$ cat config.mk
export PLATFORM = sky130hd
export DESIGN_NAME = lprs_top
export DESIGN_NICKNAME = d
export VERILOG_FILES = /design/src/design/lprs_pkg.sv /design/src/design/lprs_top.sv
export SDC_FILE = /design/constraint.sdc
export NUM_CORES = 1
export LEC_CHECK = 0
export ABC_CLOCK_PERIOD_IN_PS = 7200
export BUFFER_PORTS_ARGS = -buffer_cell sky130_fd_sc_hd__buf_4
export CORE_ASPECT_RATIO = 1.75
export CORE_MARGIN = 3
export CORE_UTILIZATION = 56
export CTS_CLUSTER_SIZE = 10
export DETAILED_ROUTE_END_ITERATION = 8
export PLACE_DENSITY = 0.83
export REMOVE_ABC_BUFFERS = 1
export SYNTH_ARGS = -nofsm -noshare
export SYNTH_HDL_FRONTEND = slang
export SYNTH_SLANG_ARGS = --single-unit
$ cat constraint.sdc
create_clock -name ref_clk_in -period 7.2 [get_ports ref_clk_in]
set_input_delay 1.8 -clock ref_clk_in [delete_from_list [all_inputs] [get_ports ref_clk_in]]
set_output_delay 1.8 -clock ref_clk_in [all_outputs]
set_load 0.01 [all_outputs]
$ cat src/design/lprs_pkg.sv
// Constants shared by the low-power entry and reset sequencer.
// Assumes a 100 MHz always-on system clock and a synchronous active-high reset.
package lprs_pkg;
	// ----------------------------------------
	// Timing
	// ----------------------------------------
	localparam int CLK_PERIOD_NS = 10;
	localparam int POR_STABLE_NS = 1000;
	localparam int POR_STABLE_CYC = (POR_STABLE_NS + CLK_PERIOD_NS - 1) / CLK_PERIOD_NS;
	localparam int CNT_W = 16;
	localparam int ROK_SETTLE_CYC = 3;
	// ----------------------------------------
	// Voltage codes and reset values
	// ----------------------------------------
	localparam logic [4:0] VCODE_1V8 = 5'h10;
	localparam logic [4:0] VCODE_1V35 = 5'h0B;
	localparam logic [15:0] STROBE_WIDTH_RST = 16'h0064;
	localparam logic RST_MODE_SWITCHING = 1'b0;
	localparam logic RST_CLK_SRC_FAST = 1'b1;
	localparam logic RST_SLOW_PD = 1'b0;
	localparam logic RST_FAST_PD = 1'b0;
	localparam logic [7:0] PASSCODE = 8'hA5;
	typedef enum logic [2:0] {
		LPRS_POR, LPRS_STROBE, LPRS_WAIT_ROK, LPRS_RUN
	} lprs_seq_t;
endpackage

$ cat src/design/lprs_top.sv
// Low-power entry and reset sequencer for the always-on domain.
// Assumes core_halt_in and wake_event_in come from logic on ref_clk_in; pins are synchronised.
`timescale 1ns/10ps

// Overview of operation
// - On halt, gate processor and memory clocks when their halt-gating enables are set.
// - On halt, power down oscillators per the firmware-written power-down bits.
// - Latch enables clear defer power-down to halt; set lets bits act directly.
// - With exit-to-fast set, wake switches system clock to the fast oscillator.
// - A new voltage code reaches the regulator only after a strobe.
// - Regulator control changes only with the correct passcode.
// - Power-on reset releases after the supply stays good for a fixed time.
// - External reset asserts all three resets; release frees power-on reset only.
// - Reset defaults: switching mode, slow oscillator on, fast oscillator selected.
// - During reset, strobe the regulator to switching 1.8 V for the strobe width.
// - After the strobe, wait for regulation-ok, then release cold and warm resets.
// - Wake latches the event and clears oscillator power-down, restoring settings.
module lprs_top (
	// Clock and reset
	input wire logic ref_clk_in,
	input wire logic rst_in,
	// Pins from outside
	input wire logic ext_reset_n_in,
	input wire logic supply_good_in,
	input wire logic regulation_ok_in,
	// Core and wake
	input wire logic core_halt_in,
	input wire logic wake_event_in,
	// Firmware control bits
	input wire logic cpu_halt_gate_en_in,
	input wire logic mem_halt_gate_en_in,
	input wire logic fast_osc_powerdown_in,
	input wire logic slow_osc_powerdown_in,
	input wire logic fast_osc_powerdown_latch_en_in,
	input wire logic slow_osc_powerdown_latch_en_in,
	input wire logic exit_to_fast_osc_in,
	input wire logic system_clock_source_select_in,
	input wire logic [15:0] strobe_width_count_in,
	// Regulator control write
	input wire logic reg_wr_in,
	input wire logic [7:0] reg_passcode_in,
	input wire logic [4:0] reg_voltage_code_in,
	input wire logic reg_mode_select_in,
	input wire logic reg_strobe_in,
	input wire logic reg_ok_mask_in,
	// Reset outputs, active low
	output logic por_rst_n_out,
	output logic cold_rst_n_out,
	output logic warm_rst_n_out,
	// Clock and oscillator control
	output logic cpu_clk_gate_out,
	output logic mem_clk_gate_out,
	output logic fast_osc_pd_out,
	output logic slow_osc_pd_out,
	output logic clk_src_fast_out,
	output logic wake_latched_out,
	// Regulator
	output logic [4:0] regulator_voltage_code_out,
	output logic regulator_mode_select_out,
	output logic regulation_ok_mask_out,
	output logic voltage_apply_strobe_out
);
	import lprs_pkg::*;

	// ----------------------------------------
	// Pin synchronisers
	// ----------------------------------------
	logic [1:0] rstn_s_q, sup_s_q, rok_s_q;
	always_ff @(posedge ref_clk_in) begin
		if (rst_in) begin
			rstn_s_q <= 2'b00;
			sup_s_q <= 2'b00;
			rok_s_q <= 2'b00;
		end else begin
			rstn_s_q <= {rstn_s_q[0], ext_reset_n_in};
			sup_s_q <= {sup_s_q[0], supply_good_in};
			rok_s_q <= {rok_s_q[0], regulation_ok_in};
		end
	end
	wire ext_rstn = rstn_s_q[1];
	wire sup_ok = sup_s_q[1];
	wire rok = rok_s_q[1];

	// ----------------------------------------
	// Reset sequencer
	// ----------------------------------------
	lprs_seq_t st_q, st_d;
	logic [CNT_W-1:0] cnt_q, cnt_d;
	wire rst_all = !ext_rstn;
	always_comb begin
		st_d = st_q;
		cnt_d = cnt_q;
		if (rst_all || (st_q == LPRS_POR && !sup_ok)) begin
			st_d = LPRS_POR;
			cnt_d = '0;
		end else begin
			case (st_q)
				LPRS_POR: begin
					if (cnt_q == CNT_W'(POR_STABLE_CYC - 1)) begin
						st_d = LPRS_STROBE;
						cnt_d = '0;
					end else begin
						cnt_d = cnt_q + 1'b1;
					end
				end
				LPRS_STROBE: begin
					if (cnt_q + 1'b1 >= strobe_width_count_in) begin
						st_d = LPRS_WAIT_ROK;
						cnt_d = '0;
					end else begin
						cnt_d = cnt_q + 1'b1;
					end
				end
				LPRS_WAIT_ROK: begin
					if (rok && cnt_q == CNT_W'(ROK_SETTLE_CYC)) begin
						st_d = LPRS_RUN;
					end else if (cnt_q != CNT_W'(ROK_SETTLE_CYC)) begin
						cnt_d = cnt_q + 1'b1;
					end
				end
				LPRS_RUN: st_d = LPRS_RUN;
				default: st_d = LPRS_POR;
			endcase
		end
	end
	always_ff @(posedge ref_clk_in) begin
		if (rst_in) begin
			st_q <= LPRS_POR;
			cnt_q <= '0;
		end else begin
			st_q <= st_d;
			cnt_q <= cnt_d;
		end
	end
	assign por_rst_n_out = (st_q != LPRS_POR);
	assign cold_rst_n_out = (st_q == LPRS_RUN);
	assign warm_rst_n_out = (st_q == LPRS_RUN);
	assign voltage_apply_strobe_out = (st_q == LPRS_STROBE);

	// ----------------------------------------
	// Regulator control register
	// ----------------------------------------
	logic [4:0] vcode_q, vcode_d, vapplied_q, vapplied_d;
	logic mode_q, mode_d, mask_q, mask_d, fw_strb_q, fw_strb_d;
	always_comb begin
		vcode_d = vcode_q;
		vapplied_d = vapplied_q;
		mode_d = mode_q;
		mask_d = mask_q;
		fw_strb_d = fw_strb_q;
		if (st_q != LPRS_RUN) begin
			vcode_d = VCODE_1V8;
			vapplied_d = VCODE_1V8;
			mode_d = RST_MODE_SWITCHING;
			mask_d = 1'b0;
			fw_strb_d = 1'b0;
		end else begin
			if (reg_wr_in && reg_passcode_in == PASSCODE) begin
				vcode_d = reg_voltage_code_in;
				mode_d = reg_mode_select_in;
				mask_d = reg_ok_mask_in;
				fw_strb_d = reg_strobe_in;
			end
			if (fw_strb_d && !fw_strb_q) begin
				vapplied_d = vcode_d;
			end
		end
	end
	always_ff @(posedge ref_clk_in) begin
		if (rst_in) begin
			vcode_q <= VCODE_1V8;
			vapplied_q <= VCODE_1V8;
			mode_q <= RST_MODE_SWITCHING;
			mask_q <= 1'b0;
			fw_strb_q <= 1'b0;
		end else begin
			vcode_q <= vcode_d;
			vapplied_q <= vapplied_d;
			mode_q <= mode_d;
			mask_q <= mask_d;
			fw_strb_q <= fw_strb_d;
		end
	end
	assign regulator_voltage_code_out = vapplied_q;
	assign regulator_mode_select_out = mode_q;
	assign regulation_ok_mask_out = mask_q;

	// ----------------------------------------
	// Halt, power-down and wake
	// ----------------------------------------
	logic halted_q, halted_d, wake_q, wake_d, src_q, src_d, ovr_q, ovr_d;
	logic fpd_q, fpd_d, spd_q, spd_d, cg_q, cg_d, mg_q, mg_d;
	always_comb begin
		halted_d = halted_q;
		wake_d = 1'b0;
		src_d = system_clock_source_select_in;
		ovr_d = ovr_q && st_q == LPRS_RUN && !core_halt_in && !system_clock_source_select_in;
		if (st_q != LPRS_RUN) begin
			halted_d = 1'b0;
			src_d = RST_CLK_SRC_FAST;
		end else if (halted_q && wake_event_in) begin
			// The wake wins over a halt seen in the same cycle.
			halted_d = 1'b0;
			wake_d = 1'b1;
			if (exit_to_fast_osc_in) begin
				ovr_d = 1'b1;
			end
		end else if (core_halt_in) begin
			halted_d = 1'b1;
		end
		if (ovr_d) begin
			src_d = 1'b1;
		end
		cg_d = halted_d && cpu_halt_gate_en_in;
		mg_d = halted_d && mem_halt_gate_en_in;
		fpd_d = fast_osc_powerdown_in && (halted_d || fast_osc_powerdown_latch_en_in);
		spd_d = slow_osc_powerdown_in && (halted_d || slow_osc_powerdown_latch_en_in);
		if (wake_d || st_q != LPRS_RUN) begin
			fpd_d = RST_FAST_PD;
			spd_d = RST_SLOW_PD;
		end
	end
	always_ff @(posedge ref_clk_in) begin
		if (rst_in) begin
			halted_q <= 1'b0;
			wake_q <= 1'b0;
			src_q <= RST_CLK_SRC_FAST;
			ovr_q <= 1'b0;
			fpd_q <= RST_FAST_PD;
			spd_q <= RST_SLOW_PD;
			cg_q <= 1'b0;
			mg_q <= 1'b0;
		end else begin
			halted_q <= halted_d;
			wake_q <= wake_d;
			src_q <= src_d;
			ovr_q <= ovr_d;
			fpd_q <= fpd_d;
			spd_q <= spd_d;
			cg_q <= cg_d;
			mg_q <= mg_d;
		end
	end
	assign cpu_clk_gate_out = cg_q;
	assign mem_clk_gate_out = mg_q;
	assign fast_osc_pd_out = fpd_q;
	assign slow_osc_pd_out = spd_q;
	assign clk_src_fast_out = src_q;
	assign wake_latched_out = wake_q;
endmodule

# Word-level counts from Yosys, hierarchy flattened
# Index checks and enable logic that the tools add are counted.
# W data, S select, Z words.
[word_totals]
ff_bits = 46
latchBits = 0
mem_bits_rw = 0
rom_bits = 0
inputBits = 48
output_inout_bits = 17
memories = 0
[op_classes]
add_sub_neg = 1
mul = 0
div = 0
order_cmp = 1
n_eq_ne = 13
shifts = 0
mux = 20
n_bitwise = 0
n_reduce_logical = 30
[ops]
columns = ["op", "count"]
rows = [
  ["$mux W16", 4],
  ["$pmux W16 S3", 1],
  ["$add A16 B1 Y16 const B", 1],
  ["$eq A16 B2 Y1 const B", 1],
  ["$eq A16 B7 Y1 const B", 1],
  ["$ge A16 B16 Y1", 1],
  ["$ne A16 B2 Y1 const B", 1],
  ["$logic_and A1 B1 Y1", 12],
  ["$pmux W3 S4", 1],
  ["$mux W1", 10],
  ["$mux W3", 3],
  ["$eq A8 B8 Y1 const B", 1],
  ["$eq A3 B2 Y1 const B", 2],
  ["$ne A2 B2 Y1 const B", 3],
  ["$reduce_and A3 Y1", 2],
  ["$reduce_bool A3 Y1", 2],
  ["$reduce_or A2 Y1", 3],
  ["$logic_not A1 Y1", 5],
  ["$mux W5", 1],
  ["$logic_or A1 B1 Y1", 4],
  ["$ne A2 B1 Y1 const B", 2],
  ["$eq A3 B1 Y1 const B", 1],
  ["$logic_not A3 Y1", 1],
  ["$ne A3 B2 Y1 const B", 1],
  ["$reduce_or A3 Y1", 1],
]

# Depth between registers and ports, before layout
[depth]
depth_word = 8
mapped_depth = 14

# Least setup slack after synthesis
# No wires, ideal clock.
[synth_timing]
kind = "input to register"
start = "in strobe_width_count_in[13]"
end = "reg cnt_q[13]"
setup_time_ps = 122
t_arrival_ps = 3424
slack_ps = 3654
path_stages = 9
path_cell_list = "inv_1 ha_1 nand2_1 nor4_2 a31oi_1 a311oi_2 nor2_2 buf_6 a221o_1"
[synth_via]
elab_chain_len = 3
[synth_rtl]
columns = ["element", "line", "text"]
rows = [
  ["start: declaration", "lprs_top.sv:38", "input wire logic [15:0] strobe_width_count_in,"],
  ["$ge A16 B16 Y1", "lprs_top.sv:107", "if (cnt_q + 1'b1 >= strobe_width_count_in) begin"],
  ["$mux W16", "lprs_top.sv:107", ""],
  ["$pmux W16 S3", "lprs_top.sv:97", "case (st_q)"],
  ["end signal: assignment", "lprs_top.sv:132", "cnt_q <= cnt_d;"],
  ["end: declaration", "lprs_top.sv:88", "logic [CNT_W-1:0] cnt_q, cnt_d;"],
]
# No other way between the ends.
# A chain may end at the register's enable or synchronous reset.

# Final worst setup path
[layout_timing]
start = "reg cnt_q[6]"
end = "reg cnt_q[7]"
[layout_via]
elab_chain_len = 4
elab_cells_between_ends = 14
cone_classes = "1 x add/sub; 1 x order compare; 5 x eq/ne; 5 x mux; 2 x reduce/logical"
[layout_rtl]
columns = ["element", "line"]
rows = [
  ["$add A16 B1 Y16 / $eq A16 B2 Y1 (equally long branches)", "--"],
  ["$ge A16 B16 Y1, or another cell as far along", "lprs_top.sv:107"],
  ["$mux W16, or another cell as far along", "lprs_top.sv:107"],
  ["$pmux W16 S3 / $reduce_and A3 Y1 (equally long branches)", "--"],
]
# Several ways; a longest one is shown, not always the timed one. The select of a mux whose other input is x is not followed.

==> results.ini <==
[place]
gp_congestion=0.9051
place_area_sq_mm=0.002840
port_buffers=64
hpwl_um=4244

[cts]
cts_hold_buf=0
cts_resized=0
cts_tree=done
cts_buffer_depth=2
cts.sinks=40
htree_levels=2
post-cts-setup-buffers=0
clkTransAtPathRegs_ns=0.08
clkLatencyLatePin_ns=0.30
numCtsBuffers=5
ctsRootBufferMaster=clkbuf_8

[die]
die_h_um=92.33
dieArea_sq_mm=0.005109
num_rows=30
die_w_um=55.33
start_util=0.5994
ioPinCount=65
placeableCoreArea_sq_mm=0.003979

[yosys]
yosysWarnings=0
syn_avg_cell_area_sq_um=8.800
netlist_instances=271
synth.distinct_cells=47
ys.flop_type=dfxtp_1
yosysSeqAreaShare=0.3358
syn_area_sq_mm=0.002385
synth-seq-cells=40
synth_edf_count=0
async_reset_ff_frac=0

[global_routing]
grt_overflow=0
antenna_found_initial=0
grt_pass1_wl_um=8935
first_global_vias=2130
grt_usage=0.2163
grt_max_degree=17

[critical_path]
cpMaxStageDelayCell=a311oi_2
arrival_ns=4.43
path_buf_inv=0
rr_startpoint=cnt_q[6]
r2r_slack_ns=2.96
path_cells=nand2_1 > nor3_2 > nand4_1 > o21ai_0 > nand2_1 > ha_1 > nand2_1 > nor4_2 > a31oi_1 > a311oi_2 > nor2_2 > a221o_1
path_class=register to register
cp_top_family=simple AND/OR/NAND/NOR gates
startpoint_type=register
max_stage_delay_ns=0.72
cp_data_required_time_ns=7.39
regToRegEndpoint=cnt_q[7]
worstSetupEndpointType=register
crit_fanout=16
worstRegToRegCells=12
cpMostUsedCell=nand2_1

[timing]
slew_headroom=0.4782
finalSetupViolations=0
post-route-period-util=0.5888
timing.fmax_mhz=235.9
rsz0062_at_grt=false
fin_skew_ns=0.01097
setup_tns_ns=0
period_minus_slack_ns=4.239
hold_violations=0
tightest_slew_ns=0.7827
drv_slew=0

[cells_and_area]
drive_gt1_frac=0.2432
area_growth_pct=22.77
fin_nets=398
diodes=0
fin_area_sq_mm=0.002928

[route]
first_iter_violations=71
first_pass_iters=4
viasPerCell=5.729
dr_total_vias=2160
ant_nets=0
wirelength_um=5382
wire_per_inst_um=14.28
drc=0

[pwr]
vdd_ir_drop_max_uv=101.0
power.leakage_nw=1.381
p_per_area_mw_per_mm2=136.7

[outcome]
status=completed

[min_path]
worstHoldPathType=register to register
min_path_cells=1
hp-start=sup_s_q[0]
min_to=sup_s_q[1]

[flow_run]
timing.max_cap.violations=0

==> cell usage after synthesis, types with 6 or more instances <==
cell	number	area, sq um
nor2_1	22	82.58
xnor2_1	10	87.58
nor3_1	10	50.05
a21oi_1	7	35.03
nand2_1	23	86.33
dfxtp_1	40	800.8
nand3_1	10	50.05
nor2b_1	11	68.82
inv_1	19	71.32
and3_1	6	37.54
mux2i_1	8	80.08
a221o_1	10	100.1
ha_1	22	275.3
==> state kept, by name (all words and copies together), names as in the netlist <==
register / flops
cnt_q: 16
regulator_voltage_code_out: 5
rok_s_q: 2
rstn_s_q: 2
st_q: 2
sup_s_q: 2
clk_src_fast_out: 1
cpu_clk_gate_out: 1
fast_osc_pd_out: 1
fw_strb_q: 1
halted_q: 1
mem_clk_gate_out: 1
ovr_q: 1
regulation_ok_mask_out: 1
regulator_mode_select_out: 1
slow_osc_pd_out: 1
wake_latched_out: 1
==> final cells by class <==
| class | count | area (sq um) |
|---|---|---|
| fill | 340 | 1051 |
| clock buffer | 5 | 68.82 |
| multi-input combinational | 198 | 1428 |
| clock inverter | 3 | 18.77 |
| timing repair buffer | 64 | 480.5 |
| tap | 48 | 60.06 |
| sequential | 40 | 800.8 |
| inverter | 19 | 71.32 |
==> cell usage in the layout, fill, tap and decap left out, types with 2 or more instances in the layout <==
| master | instances |
|---|---|
| clkinv_2 | 2 |
| and2_1 | 5 |
| o21ai_1 | 2 |
| a22o_1 | 5 |
| nand2_1 | 23 |
| nor2_1 | 22 |
| ha_1 | 22 |
| dfxtp_1 | 40 |
| nand2b_1 | 2 |
| nor4b_1 | 4 |
| xor2_1 | 3 |
| nand4_1 | 4 |
| a211oi_1 | 2 |
| a221o_1 | 10 |
| nor3_1 | 10 |
| o21a_1 | 5 |
| nand3b_1 | 2 |
| buf_4 | 64 |
| xnor2_1 | 10 |
| o21ai_0 | 4 |
| o211a_1 | 2 |
| nor2b_1 | 11 |
| mux2i_1 | 8 |
| nand3_1 | 10 |
| nor4_1 | 2 |
| a21oi_1 | 7 |
| inv_1 | 19 |
| and3_1 | 6 |
| clkbuf_8 | 5 |
==> cells by family (layout without fill, tap and decap cells) <==
kind of cell / Yosys count / in the layout / share of synthesized area
and+or+nand+nor: 112 / 112 / 0.2597
AOI/OAI and AO/OA: 42 / 42 / 0.1375
DFF: 40 / 40 / 0.3358
buffers and inverters: 33 / 91 / 0.06558
adders and majority gates: 22 / 22 / 0.1154
xor gates and xnor gates: 13 / 13 / 0.04774
muxes: 9 / 9 / 0.03830
==> routing by layer <==
metal  routed length [um]  track usage  vias up  part of all wire
met3                  268      0.03626       10             0.050
met1                 2036       0.2089     1007              0.38
met2                 2941       0.4249       80              0.55
met5                    0            0        -                 0
met4                  136       0.1075        0             0.025
li1                     -            -     1063                 -
==> how the worst max path moves through the flow <==
stage                to  slack, ns  cells after the start                       from
2_1_floorplan  cnt_q[7]       3.32                      8  strobe_width_count_in[13]
4_1_cts        cnt_q[6]       3.02                     12                   cnt_q[6]
5_1_grt        cnt_q[5]       2.52                     12                   cnt_q[6]
3_3_place_gp   cnt_q[5]       2.94                      9  strobe_width_count_in[13]
3_5_place_dp   cnt_q[6]       2.92                      9  strobe_width_count_in[15]
6_report       cnt_q[7]       2.96                     12                   cnt_q[6]
==> stage by stage <==
step | power (mW) | setup slack (ns) | hold slack (ns) | cells | utilization
floorplan | 0.2367 | 3.315 | 0.4138 | 257 | -
global placement | 0.2578 | 2.937 | 0.4267 | 369 | 0.7138
detailed placement | 0.2587 | 2.922 | 0.4334 | 369 | 0.7138
CTS | 0.4039 | 3.020 | 0.4514 | 377 | 0.7358
global route | 0.4148 | 2.523 | 0.4589 | 377 | 0.7358
finish | 0.4001 | 2.961 | 0.4428 | 377 | 0.7358
==> report_power, final <==
group / switching [mW] / internal [mW]
clock network: 0.0793 / 0.0675
logic: 0.00955 / 0.0206
registers: 0.000516 / 0.223
total: 0.0894 / 0.311
==> worst reg2reg max path: cells and delay by family, from the launching register on <==
kind	cells	cell delay [ns]
AOI/OAI and AO/OA	4	1.58
adders and majority gates	1	0.30
DFF	1	0.58
and+or+nand+nor	7	1.68
(Power assumes the default switching activity.)
